==> config.mk <==
export PLATFORM = sky130hd
export DESIGN_NAME = gpio_output_select_control
export DESIGN_NICKNAME = d
export VERILOG_FILES = /design/src/rtl/gpio_out_pkg.sv /design/src/rtl/clock_div4.sv /design/src/rtl/pin_source_mux.sv /design/src/rtl/gpio_output_select_control.sv
export VERILOG_INCLUDE_DIRS = /design/src /design/src/rtl
export SDC_FILE = /design/constraint.sdc
export NUM_CORES = 1
export LEC_CHECK = 0
export BUFFER_PORTS_ARGS = -buffer_cell sky130_fd_sc_hd__buf_2
export CORE_MARGIN = 2
export CORE_UTILIZATION = 55
export CTS_BUF_LIST = sky130_fd_sc_hd__clkbuf_4 sky130_fd_sc_hd__clkbuf_8
export DETAILED_ROUTE_END_ITERATION = 8
export PLACE_DENSITY = 0.87
export SLEW_MARGIN = 20
export SYNTH_ARGS = -nofsm -noshare
export SYNTH_HDL_FRONTEND = slang
export SYNTH_HIERARCHICAL = 1
export SYNTH_SLANG_ARGS = --single-unit
==> constraint.sdc <==
create_clock -name sys_clk -period 3.39 [get_ports sys_clk]
set_clock_uncertainty 0.15 [all_clocks]
set_input_delay 0.5085 -clock sys_clk [delete_from_list [all_inputs] [get_ports sys_clk]]
set_output_delay 0.5085 -clock sys_clk [all_outputs]
set_load 0.01 [all_outputs]
==> src/rtl/gpio_out_defines.svh <==
`ifndef GPIO_OUT_DEFINES_SVH
`define GPIO_OUT_DEFINES_SVH

// ----------------------------------------------------------------------------
// register offsets
// ----------------------------------------------------------------------------
`define ADDR_PIN0_SEL     8'h53
`define ADDR_PIN2_SEL     8'h55
`define ADDR_LEVELS       8'h56
`define ADDR_POLARITY     8'h57
`define ADDR_DIE_ID       8'h58

// ----------------------------------------------------------------------------
// reset values and field layout
// ----------------------------------------------------------------------------
`define REG_RESET         8'h00
`define SEL_MSB           4
`define PIN_BIT_BASE      3
`define NUM_PINS          3
`define PIN_FIRST         0
`define PIN_MUTE          1
`define PIN_SECOND        2
`define PIN_FIRST_BIT     3
`define PIN_MUTE_BIT      4
`define PIN_SECOND_BIT    5
`define DIV4_RESET        2'h0
`define DIV4_STEP         2'h1

// ----------------------------------------------------------------------------
// source select codes
// ----------------------------------------------------------------------------
`define SEL_OFF           5'h00
`define SEL_DSP           5'h01
`define SEL_SOFT          5'h02
`define SEL_AMUTE_BOTH    5'h03
`define SEL_AMUTE_L       5'h04
`define SEL_AMUTE_R       5'h05
`define SEL_CLK_INVALID   5'h06
`define SEL_SERIAL_OUT    5'h07
`define SEL_ANA_MUTE_L    5'h08
`define SEL_ANA_MUTE_R    5'h09
`define SEL_PLL_LOCK      5'h0a
`define SEL_CP_CLK        5'h0b
`define SEL_PLL_DIV4      5'h10
`define SEL_OSC_DIV4      5'h11
`define SEL_IMP_L         5'h12
`define SEL_IMP_R         5'h13
`define SEL_OFFSET_CAL    5'h15
`define SEL_CLK_ERR       5'h16
`define SEL_CLK_CHG       5'h17
`define SEL_CLK_MISS      5'h18
`define SEL_CLK_HALT      5'h19
`define SEL_DSP_BOOT      5'h1a
`define SEL_CP_VALID_N    5'h1b

`endif

==> src/rtl/gpio_out_pkg.sv <==
package gpio_out_pkg;

    typedef logic [4:0] source_code_type;

    typedef struct packed {
        logic auto_mute_left;
        logic auto_mute_right;
        logic serial_audio_out;
        logic analog_mute_left_n;
        logic analog_mute_right_n;
        logic pll_lock;
        logic charge_pump_clk;
        logic imp_sense_left;
        logic imp_sense_right;
        logic offset_calibrating;
        logic clk_error;
        logic clk_changing;
        logic clk_missing;
        logic clk_halt;
        logic dsp_boot_done;
        logic charge_pump_valid_n;
    } source_flags_type;

    typedef struct packed {
        logic level;
        logic oe;
    } pin_drive_type;

    typedef struct packed {
        logic       prev;
        logic [1:0] count;
    } div4_state_type;

    typedef struct packed {
        logic [7:0] pin0_sel_reg;
        logic [7:0] pin2_sel_reg;
        logic [7:0] levels_reg;
        logic [7:0] polarity_reg;
        logic [7:0] rdata;
        logic       rvalid;
        logic [2:0] pin_level;
        logic [2:0] pin_oe;
    } ctrl_state_type;

endpackage

==> src/rtl/clock_div4.sv <==
`timescale 1ns/1ns
`default_nettype none
`include "gpio_out_defines.svh"

module clock_div4
    import gpio_out_pkg::*;
(
    input  wire logic sys_clk,
    input  wire logic reset,
    input  wire logic src_clk,
    output var  logic div_clk
);

    div4_state_type s_q;
    div4_state_type s_d;

    // ------------------------------------------------------------------------
    // count rising edges of the sampled source
    // ------------------------------------------------------------------------
    always_comb begin
        s_d      = s_q;
        s_d.prev = src_clk;
        if (src_clk && !s_q.prev) begin
            s_d.count = s_q.count + `DIV4_STEP;
        end
    end

    always_ff @(posedge sys_clk or posedge reset) begin
        if (reset) begin
            s_q <= '{prev: 1'b0, count: `DIV4_RESET};
        end else begin
            s_q <= s_d;
        end
    end

    assign div_clk = s_q.count[1];

endmodule
`default_nettype wire

==> src/rtl/pin_source_mux.sv <==
`timescale 1ns/1ns
`default_nettype none
`include "gpio_out_defines.svh"

module pin_source_mux
    import gpio_out_pkg::*;
(
    input  wire logic             select,
    input  wire source_code_type  code,
    input  wire logic             dsp_level,
    input  wire logic             soft_level,
    input  wire source_flags_type flags,
    input  wire logic             pll_div4,
    input  wire logic             osc_div4,
    output var  logic             selected
);

    // ------------------------------------------------------------------------
    // source selection
    // ------------------------------------------------------------------------
    always_comb begin
        case (code)
            `SEL_OFF:         selected = 1'b0;                                   // RQ2
            `SEL_DSP:         selected = dsp_level;                              // RQ3
            `SEL_SOFT:        selected = soft_level;                             // RQ4
            `SEL_AMUTE_BOTH:  selected = flags.auto_mute_left & flags.auto_mute_right; // RQ5
            `SEL_AMUTE_L:     selected = flags.auto_mute_left;                   // RQ5
            `SEL_AMUTE_R:     selected = flags.auto_mute_right;                  // RQ5
            `SEL_CLK_INVALID: selected = flags.clk_error | flags.clk_changing
                                         | flags.clk_missing;                    // RQ22
            `SEL_SERIAL_OUT:  selected = flags.serial_audio_out;                 // RQ6
            `SEL_ANA_MUTE_L:  selected = flags.analog_mute_left_n;               // RQ7
            `SEL_ANA_MUTE_R:  selected = flags.analog_mute_right_n;              // RQ7
            `SEL_PLL_LOCK:    selected = flags.pll_lock;                         // RQ8
            `SEL_CP_CLK:      selected = flags.charge_pump_clk;                  // RQ8
            `SEL_PLL_DIV4:    selected = pll_div4;                               // RQ9
            `SEL_OSC_DIV4:    selected = osc_div4;                               // RQ9
            `SEL_IMP_L:       selected = flags.imp_sense_left;                   // RQ10
            `SEL_IMP_R:       selected = flags.imp_sense_right;                  // RQ10
            `SEL_OFFSET_CAL:  selected = flags.offset_calibrating;               // RQ11
            `SEL_CLK_ERR:     selected = flags.clk_error;                        // RQ12
            `SEL_CLK_CHG:     selected = flags.clk_changing;                     // RQ12
            `SEL_CLK_MISS:    selected = flags.clk_missing;
            `SEL_CLK_HALT:    selected = flags.clk_halt;                         // RQ12
            `SEL_DSP_BOOT:    selected = flags.dsp_boot_done;                    // RQ13
            `SEL_CP_VALID_N:  selected = flags.charge_pump_valid_n;              // RQ13
            default:          selected = 1'b0;                                   // RQ14
        endcase
        if (!select) begin
            selected = 1'b0;
        end
    end

endmodule
`default_nettype wire

==> src/rtl/gpio_output_select_control.sv <==
// Overview of operation
// RQ1: second pin driven only when direction is output
// RQ2: code 0000 holds the pin low
// RQ3: code 0001 routes the dsp level
// RQ4: code 0010 routes level bit 5
// RQ5: codes 0011-0101 route auto-mute flags
// RQ6: code 0111 routes serial audio out
// RQ7: codes 1000/1001 route active-low analog mutes
// RQ8: codes 1010/1011 route pll lock, pump clock
// RQ9: codes 10000/10001 route divided-by-four clocks
// RQ10: codes 10010/10011 route impedance sense flags
// RQ11: code 10101 routes offset calibration flag
// RQ12: clock error, changing, halt on their codes
// RQ13: boot done and pump valid-low flags
// RQ14: unassigned codes give constant zero
// RQ15: level bit 5 sets second pin level
// RQ16: level bit 4 sets mute pin level
// RQ17: level bit 3 sets first pin level
// RQ18: polarity bit 5 inverts second pin
// RQ19: polarity bit 4 inverts mute pin
// RQ20: polarity bit 3 inverts first pin
// RQ21: first pin has its own select field
// RQ22: code 0110 routes combined clock-invalid flag
// RQ23: inversion applied before direction gating
`timescale 1ns/1ns
`default_nettype none
`include "gpio_out_defines.svh"

module gpio_output_select_control
    import gpio_out_pkg::*;
#(
    parameter logic [7:0] DIE_ID = 8'h5a   // arbitrary value
)
(
    input  wire logic             sys_clk,
    input  wire logic             reset,
    input  wire logic [7:0]       reg_addr,
    input  wire logic [7:0]       reg_wdata,
    input  wire logic             reg_write,
    input  wire logic             reg_read,
    output var  logic [7:0]       reg_rdata,
    output var  logic             reg_rvalid,
    input  wire logic [2:0]       pin_direction,
    input  wire source_code_type  mute_source_select,
    input  wire logic [2:0]       dsp_pin_level,
    input  wire source_flags_type flags,
    input  wire logic             pll_clk,
    input  wire logic             osc_clk,
    output var  pin_drive_type    first_general_pin,
    output var  pin_drive_type    mute_pin,
    output var  pin_drive_type    second_general_pin
);

    ctrl_state_type  s_q;
    ctrl_state_type  s_d;
    logic            pll_div4;
    logic            osc_div4;
    source_code_type sel_code [`NUM_PINS];
    logic [2:0]      mux_out;
    logic [2:0]      soft_level;
    logic [2:0]      invert;

    // ------------------------------------------------------------------------
    // divided clocks
    // ------------------------------------------------------------------------
    clock_div4 u_pll_div4 (
        .sys_clk (sys_clk),
        .reset   (reset),
        .src_clk (pll_clk),
        .div_clk (pll_div4)
    );

    clock_div4 u_osc_div4 (
        .sys_clk (sys_clk),
        .reset   (reset),
        .src_clk (osc_clk),
        .div_clk (osc_div4)
    );

    // ------------------------------------------------------------------------
    // per-pin source multiplexers
    // ------------------------------------------------------------------------
    assign sel_code[`PIN_FIRST]  = s_q.pin0_sel_reg[`SEL_MSB:0];   // RQ21
    assign sel_code[`PIN_MUTE]   = mute_source_select;
    assign sel_code[`PIN_SECOND] = s_q.pin2_sel_reg[`SEL_MSB:0];

    genvar g;
    generate
        for (g = 0; g < `NUM_PINS; g++) begin : g_pin
            assign soft_level[g] = s_q.levels_reg[`PIN_BIT_BASE + g];   // RQ15 RQ16 RQ17
            assign invert[g]     = s_q.polarity_reg[`PIN_BIT_BASE + g]; // RQ18 RQ19 RQ20
            pin_source_mux u_mux (
                .select     (1'b1),
                .code       (sel_code[g]),
                .dsp_level  (dsp_pin_level[g]),
                .soft_level (soft_level[g]),
                .flags      (flags),
                .pll_div4   (pll_div4),
                .osc_div4   (osc_div4),
                .selected   (mux_out[g])
            );
        end
    endgenerate

    // ------------------------------------------------------------------------
    // register bank, read port and pin drive
    // ------------------------------------------------------------------------
    always_comb begin
        s_d        = s_q;
        s_d.rvalid = reg_read;
        if (reg_write) begin
            case (reg_addr)
                `ADDR_PIN0_SEL: begin
                    s_d.pin0_sel_reg = reg_wdata;
                end
                `ADDR_PIN2_SEL: begin
                    s_d.pin2_sel_reg = reg_wdata;
                end
                `ADDR_LEVELS: begin
                    s_d.levels_reg = reg_wdata;
                end
                `ADDR_POLARITY: begin
                    s_d.polarity_reg = reg_wdata;
                end
                default: begin
                    s_d.rvalid = reg_read;
                end
            endcase
        end
        if (reg_read) begin
            case (reg_addr)
                `ADDR_PIN0_SEL: begin
                    s_d.rdata = s_q.pin0_sel_reg;
                end
                `ADDR_PIN2_SEL: begin
                    s_d.rdata = s_q.pin2_sel_reg;
                end
                `ADDR_LEVELS: begin
                    s_d.rdata = s_q.levels_reg;
                end
                `ADDR_POLARITY: begin
                    s_d.rdata = s_q.polarity_reg;
                end
                `ADDR_DIE_ID: begin
                    s_d.rdata = DIE_ID;
                end
                default: begin
                    s_d.rdata = `REG_RESET;
                end
            endcase
        end
        // invert first, then gate by direction
        s_d.pin_level = (mux_out ^ invert) & pin_direction;   // RQ1 RQ23
        s_d.pin_oe    = pin_direction;                        // RQ1
    end

    always_ff @(posedge sys_clk or posedge reset) begin
        if (reset) begin
            s_q <= '{pin0_sel_reg: `REG_RESET,
                     pin2_sel_reg: `REG_RESET,
                     levels_reg:   `REG_RESET,
                     polarity_reg: `REG_RESET,
                     rdata:        `REG_RESET,
                     rvalid:       1'b0,
                     pin_level:    3'h0,
                     pin_oe:       3'h0};
        end else begin
            s_q <= s_d;
        end
    end

    // ------------------------------------------------------------------------
    // outputs
    // ------------------------------------------------------------------------
    assign reg_rdata  = s_q.rdata;
    assign reg_rvalid = s_q.rvalid;

    assign first_general_pin  = '{level: s_q.pin_level[`PIN_FIRST],
                                  oe:    s_q.pin_oe[`PIN_FIRST]};
    assign mute_pin           = '{level: s_q.pin_level[`PIN_MUTE],
                                  oe:    s_q.pin_oe[`PIN_MUTE]};
    assign second_general_pin = '{level: s_q.pin_level[`PIN_SECOND],
                                  oe:    s_q.pin_oe[`PIN_SECOND]};
endmodule
`default_nettype wire

# [Yosys cells after proc, flatten, opt, wreduce, memory -nomap -nowiden]
# Index checks and enable logic that the tools add are counted.
# Widths: inputs -> output; s select.
[totals] regBits=53 latchBits=0 ramBits=0 romBits=0 inputBits=49 out_inout_bits=15 elab_cells=102 mem_count=0
[classes] n_addsub=2 n_mul=0 div_mod_pow=0 n_lt_le_gt_ge=0 eq_ne=71 shift=0 mux=4 n_bitwise=5 n_reduce_logical=8
[op_table] op="$eq 5x5->1 const B" count=33
[op_table] op="$pmux 1 s22" count=3
[op_table] op="$eq 5x3->1 const B" count=12
[op_table] op="$eq 5x4->1 const B" count=12
[op_table] op="$eq 8x7->1 const B" count=5
[op_table] op="$pmux 8 s5" count=1
[op_table] op="$eq 5x2->1 const B" count=6
[op_table] op="$eq 5x1->1 const B" count=3
[op_table] op="$reduce_and 2->1" count=4
[op_table] op="$add 2x1->2 const B" count=2
[op_table] op="$and 3x3->3" count=1
[op_table] op="$xor 3x3->3" count=1
[op_table] op="$logic_and 1x1->1" count=2
[op_table] op="$logic_not 1->1" count=2
[op_table] op="$or 1x1->1" count=2
[op_table] op="$and 1x1->1" count=1

# [Logic depth before layout (Yosys ltp)]
# Gate-level depths: netlist of run 1.
[depth] word_depth=5 mapped_depth=8 depth_no_buf=7

# [Modules after synthesis]
# Netlist of run 1, hierarchy kept.
[by_module_without_submodules] mod="gpio_output_select_control" n_inst=1 cells_each=172 area_per_inst_um2=2270.9 seq_area_each_um2=1176.1
[by_module_without_submodules] mod="pin_source_mux" n_inst=3 cells_each=43 area_per_inst_um2=291.5 seq_area_each_um2=0.0
[by_module_without_submodules] mod="clock_div4" n_inst=2 cells_each=8 area_per_inst_um2=110.1 seq_area_each_um2=75.1

# [Worst setup path after synthesis of run 1]
# Ideal clock, no wire load.
[synth_timing] kind="input-to-reg" startpoint="in mute_source_select[0]" endpoint="reg s_q, in the netlist mute_pin[1]" arrival_time_ns=1.754 t_required_ns=3.121 slack_ns=1.366 cell_stages=8 n_path_buf=1 path_cell_list="buf_6 mux4_2 nand2_1 o31ai_1 a31oi_1 a31oi_1 xor2_1 and2_1"
[synth_lines] item="start: declaration" line="gpio_output_select_control.sv:44" rtl="input wire source_code_type mute_source_select,"
[synth_lines] item="end signal: assignment" line="gpio_output_select_control.sv:159" rtl="s_q <= '{pin0_sel_reg: `REG_RESET,"
[synth_lines] item="end: declaration" line="gpio_output_select_control.sv:54" rtl="ctrl_state_type s_q;"

==> results.py, run 1 <==
metrics = {
    "logic_synthesis": {
        "async_flop_share_pct": 100,
        "syn_avg_cell_area_um2": 10.6,
        "synth_area_leaders": "dfrtp_1, mux2_2, mux2i_1, buf_4, a21oi_1",
        "synthCells": 317,
        "synth_top_area_cell": "dfrtp_1",
        "yosysWarnings": 6,
        "synth-edff-count": 0,
        "netlist_area_um2": 3370,
        "ys_seq_area_share_pct": 39.4,
        "netlist.area_leader.share_pct": 39.4,
        "ys_ff_latch": 53,
        "yosys.cell_types.count": 53,
        "synthFlopType": "dfrtp_1",
    },
    "hold_path": {
        "worst_hold_path_type": "in2reg",
        "hp-start": "pin_direction[2]",
        "min_to": "second_general_pin[0]",
        "worstHoldPathCells": 1,
    },
    "placement": {
        "place_ws_ns": 1.13,
        "gp_congestion": 0.926,
        "dpl.hpwl_um": 5550,
        "port_buffers": 63,
    },
    "clock_network": {
        "ctsResizeCount": 0,
        "numCtsBuffers": 5,
        "post_cts_buffers": 0,
        "cts_tree": "yes",
        "cts_buffer_depth": 2,
        "clock_sinks": 53,
        "holdBufCountCts": 1,
        "path_clk_slew_ns": 0.09,
        "htreeDepth": 2,
        "insertion_delay_ns": 0.31,
        "root_buffer": "clkbuf_8",
    },
    "sta": {
        "max_slew.worst_pin.slew_ns": 0.933,
        "slew_viol_final": 0,
        "setup_viol": 0,
        "fin_crit_sh_pct": 65.6,
        "rsz0062_at_grt": "false",
        "finalWorstSetupSlack_ns": 1.17,
        "max_freq_ghz": 0.449,
        "fin_tns_setup_ns": 0,
        "fin_crit_ns": 2.22,
        "hold_viol": 0,
        "relSlewSlack_pct": 37.7,
    },
    "floorplanning": {
        "rows": 28,
        "die_h_um": 82.2,
        "ios": 64,
        "core_area_um2": 5920,
        "die_area_um2": 6760,
        "start_util_pct": 56.8,
        "dieWidth_um": 82.2,
    },
    "setup_path": {
        "critPathSlowestCell": "dfrtp_1",
        "end_kind": "register",
        "critical-path-max-stage-delay_ns": 0.59,
        "r2r_start": "s_q[31]",
        "r2r_end": "second_general_pin[1]",
        "worst_r2r_path_depth": 7,
        "cp.required_ns": 3.45,
        "worstSetupPathType": "reg2reg",
        "cp.arrival_ns": 2.28,
        "r2r_setup_slack_ns": 1.17,
        "crit_path_cell_trace": "mux4_2, nand2_1, o31ai_1, a31oi_1, a31oi_1, xor2_1, and2_1",
        "cp-start-kind": "register",
        "path_common_cell": "a31oi_1",
        "crit_path_max_fanout": 11,
    },
    "power": {
        "powerDensity_nw_per_um2": 384,
        "p_leak_uw": 0.00173,
        "p_total_uw": 1410,
        "vdd_ir_drop_max_mv": 0.227,
    },
    "outcome": {
        "status": "finished, final reports clean",
    },
    "drt": {
        "drt-initial-drc-count": 332,
        "routed_wl_um": 7550,
        "wl_per_cell_um": 17.4,
        "drt_first_pass_iters": 5,
        "antenna_left": 0,
        "num_vias": 2704,
        "via_per_inst": 6.23,
        "drcViolationCount": 0,
    },
    "layout": {
        "drive_above_1_share_pct": 34.0,
        "most-common-layout-cells": "buf_2, dfrtp_1, mux2_2",
        "synthToLayoutAreaGrowth_pct": 9.41,
        "n_antenna_cell": 0,
        "final_common_cell": "buf_2",
        "fin_nets": 407,
        "utilization_pct": 62.2,
    },
    "run": {
        "maxCapViolations": 0,
    },
    "grt": {
        "globalRouteTotalUtil_pct": 23.5,
        "grt_overflow": 0,
        "grt_max_degree": 48,
        "grt_pass1_wl_um": 12200,
        "first_global_vias": 2554,
        "antenna_found_initial": 0,
    },
}
report_power, final:
part / switching (uW) / total, uW / leakage (uW) / internal (uW)
clock network: 198 / 447 / 0.0000619 / 249
logic: 120 / 232 / 0.000959 / 112
registers: 56.3 / 736 / 0.000711 / 680
total: 374 / 1410 / 0.00173 / 1040
critical path, delay by kind of cell (launching register included):
kind,cells,cell delay (ns)
DFF,1,0.59
muxes,1,0.56
and+or+nand+nor,2,0.25
AOI/OAI and AO/OA,3,0.41
xor gates and xnor gates,1,0.16
synthesized netlist by cell type (all sizes together), types with 4 or more instances:
cell	count
a22o	5
nor2b	4
nor3b	4
mux2	36
a311oi	4
nor2	7
nand2	11
a31oi	9
xnor2	4
nand2b	6
nand3b	8
mux2i	12
dfrtp	53
inv	21
nand3	10
o31ai	6
and3	7
clkbuf	4
a21oi	17
and4b	4
buf	28
o22ai	9
stage by stage:
step           cell area [um2]  hold WS (ns)  instances
3_5_place_dp              3550         0.256        425
4_1_cts                   3680         0.163        434
2_1_floorplan             3370         0.112        319
6_report                  3680         0.162        434
3_3_place_gp              3550         0.254        425
5_1_grt                   3680         0.154        434
metal layers:
metal	vias up	share of wire (%)	global-route usage [%]
li1	1249	-	-
met1	1318	43	30.7
met2	121	49	37.9
met3	16	6.2	5.00
met4	0	1.9	9.67
met5	-	0	0
worst max path at each step:
| stage | to | from | cells past startpoint |
|---|---|---|---|
| 2_1_floorplan | mute_pin[1] | mute_source_select[0] | 8 |
| 3_3_place_gp | mute_pin[1] | mute_source_select[0] | 8 |
| 6_report | second_general_pin[1] | s_q[31] | 7 |
| 4_1_cts | first_general_pin[1] | s_q[39] | 7 |
| 5_1_grt | second_general_pin[1] | s_q[31] | 7 |
| 3_5_place_dp | s_q[41] | reg_addr[0] | 5 |
final cells by class:
type	instances	area [um2]
fillers	471	2240
multi-input cells	213	1740
flip-flops and latches	53	1330
repair buffers	64	325
well taps	75	93.8
clock buffers	7	90.1
inverters	21	78.8
clock inverters	1	30.0
registers in the layout, indices dropped and copies added (netlist names):
signal	count
first_general_pin	2
invert	3
mute_pin	2
reg_rdata	8
reg_rvalid	1
s_q	29
second_general_pin	2
u_osc_div4/div_clk	1
u_osc_div4/s_q	2
u_pll_div4/div_clk	1
u_pll_div4/s_q	2
cell families after synthesis:
| logic type | Yosys count | synth area share, % |
|---|---|---|
| compound gates | 72 | 15.5 |
| simple gates | 80 | 16.4 |
| other cells | 1 | 0.111 |
| xor+xnor | 7 | 1.82 |
| flops | 53 | 39.4 |
| mux | 51 | 17.6 |
| buf+inv | 53 | 9.18 |
Power figures use the tool's default switching activity.
==> inputs of run 2 (changes only) <==
- CORE_UTILIZATION: 55 -> 52
- clock period: 3.39 -> 1.9 ns (I/O delays scaled with it)
==> results.py, run 2 (synthesized netlist as in run 1, its figures left out) <==
metrics = {
    "outcome": {
        "status": "finished, violations left",
        "violations": "setup timing",
    },
    "layout": {
        "synthToLayoutAreaGrowth_pct": 18.7,
        "n_antenna_cell": 0,
        "largest_reg_flops": 29,
        "fillCellCount": 505,
        "multiInputGateArea_um2": 1790,
        "regArea_um2": 1330,
        "final_common_cell": "buf_2",
        "regMostFlops": "s_q",
        "most-common-layout-cells": "buf_2, dfrtp_1, mux2_2",
        "fin_nets": 435,
        "drive_above_1_share_pct": 40.8,
    },
    "hold_path": {
        "hp-start": "reg_read",
        "min_to": "reg_rvalid",
        "worstHoldPathCells": 1,
        "worst_hold_path_type": "in2reg",
    },
    "grt": {
        "first_global_vias": 2840,
        "grt_pass1_wl_um": 13800,
        "grt_overflow": 0,
        "antenna_found_initial": 0,
        "grt_max_degree": 30,
        "globalRouteTotalUtil_pct": 24.0,
    },
    "setup_path": {
        "worst_r2r_path_depth": 7,
        "critPathSlowestCell": "mux4_2",
        "path_common_cell": "a31oi_1",
        "r2r_end": "first_general_pin[1]",
        "end_kind": "register",
        "crit_path_max_fanout": 2,
        "critical-path-max-stage-delay_ns": 0.53,
        "cp.arrival_ns": 2.02,
        "r2r_start": "s_q[39]",
        "cpLargestDelayFamily": "multiplexers",
        "worstSetupPathType": "reg2reg",
        "r2r_setup_slack_ns": -0.07,
        "cp.required_ns": 1.95,
        "cp-start-kind": "register",
        "crit_path_cell_trace": "mux4_2, nand2_2, o31ai_2, a31oi_1, a31oi_1, xor2_1, and2_1",
        "critPathBufInv": 0,
    },
    "sta": {
        "hold_ws_ns": 0.0573,
        "finalWorstSetupSlack_ns": -0.0738,
        "fin_tns_setup_ns": -0.0973,
        "fin_crit_ns": 1.97,
        "max_freq_ghz": 0.507,
        "slew_viol_final": 0,
        "rsz0062_at_grt": "true",
        "setup_viol": 2,
        "hold_viol": 0,
        "fin_crit_sh_pct": 104,
    },
    "floorplanning": {
        "start_util_pct": 53.3,
        "die_h_um": 84.5,
        "rows": 29,
        "core_area_um2": 6310,
        "ios": 64,
        "dieWidth_um": 84.5,
        "die_area_um2": 7130,
    },
    "drt": {
        "routed_wl_um": 8380,
        "antenna_left": 0,
        "drt-initial-drc-count": 347,
        "num_vias": 2850,
        "via_per_inst": 6.14,
        "drt_first_pass_iters": 4,
        "wl_per_cell_um": 18.1,
        "drcViolationCount": 0,
    },
    "clock_network": {
        "root_buffer": "clkbuf_8",
        "cts_buffer_depth": 2,
        "htreeDepth": 2,
        "insertion_delay_ns": 0.31,
        "path_clk_slew_ns": 0.10,
        "cts_tree": "yes",
        "numCtsBuffers": 5,
        "clock_sinks": 53,
    },
    "power": {
        "vdd_ir_drop_max_mv": 0.599,
        "p_total_uw": 2590,
        "powerDensity_nw_per_um2": 649,
        "p_leak_uw": 0.00188,
    },
    "placement": {
        "port_buffers": 63,
        "dpl.hpwl_um": 6010,
        "place_ws_ns": -0.0651,
        "gp_congestion": 0.918,
    },
    "run": {
        "maxCapViolations": 0,
    },
}
-- run 2: area by class of cell --
type                    count  area share (%)
clock buffers               6            1.91
clock inverters             2           0.971
inverters                  21            1.97
multi-input cells         213            44.9
flip-flops and latches     53            33.3
well taps                  77            2.41
repair buffers             92            14.5
-- run 2: worst max path at each step --
stage	startpoint	slack (ns)	cells after the start	endpoint
3_5_place_dp	flags[3]	-0.07	8	first_general_pin[1]
3_3_place_gp	mute_source_select[0]	0.01	8	mute_pin[1]
5_1_grt	s_q[35]	-0.16	7	second_general_pin[1]
4_1_cts	s_q[31]	-0.04	7	second_general_pin[1]
6_report	s_q[39]	-0.07	7	first_general_pin[1]
2_1_floorplan	s_q[31]	0.01	8	second_general_pin[1]
-- run 2: power breakdown --
part | switching (uW) | internal [uW] | total (uW)
Combinational | 249 | 247 | 497
Sequential | 101 | 1210 | 1320
Clock | 370 | 410 | 780
-- run 2: what timing repair did --
action | 4_1_cts | 5_1_grt
pin swaps | 10 | 3
endpoints found under the hold margin | 29 | 0
resized for setup | 7 | 9
hold buffers | 6 | 0
endpoints found under the setup margin | 2 | 2
buffers inserted | 2 | 1
-- run 2: per-stage QoR --
| stage | util, % | std cells | instance area, um2 |
|---|---|---|---|
| 6_report | 63.3 | 464 | 4000 |
| 5_1_grt | 63.3 | 464 | 4000 |
| 4_1_cts | 62.5 | 463 | 3950 |
| 3_5_place_dp | 58.9 | 447 | 3720 |
| 3_3_place_gp | 58.9 | 447 | 3720 |
| 2_1_floorplan | - | 319 | 3370 |
-- run 2: metal layers --
layer | wire, um | vias to the layer above | track usage (%)
met1 | 3520 | 1396 | 30.9
met4 | 325 | 0 | 12.0
met2 | 4000 | 118 | 38.3
li1 | - | 1301 | -
met5 | 0 | - | 0
met3 | 533 | 35 | 5.60
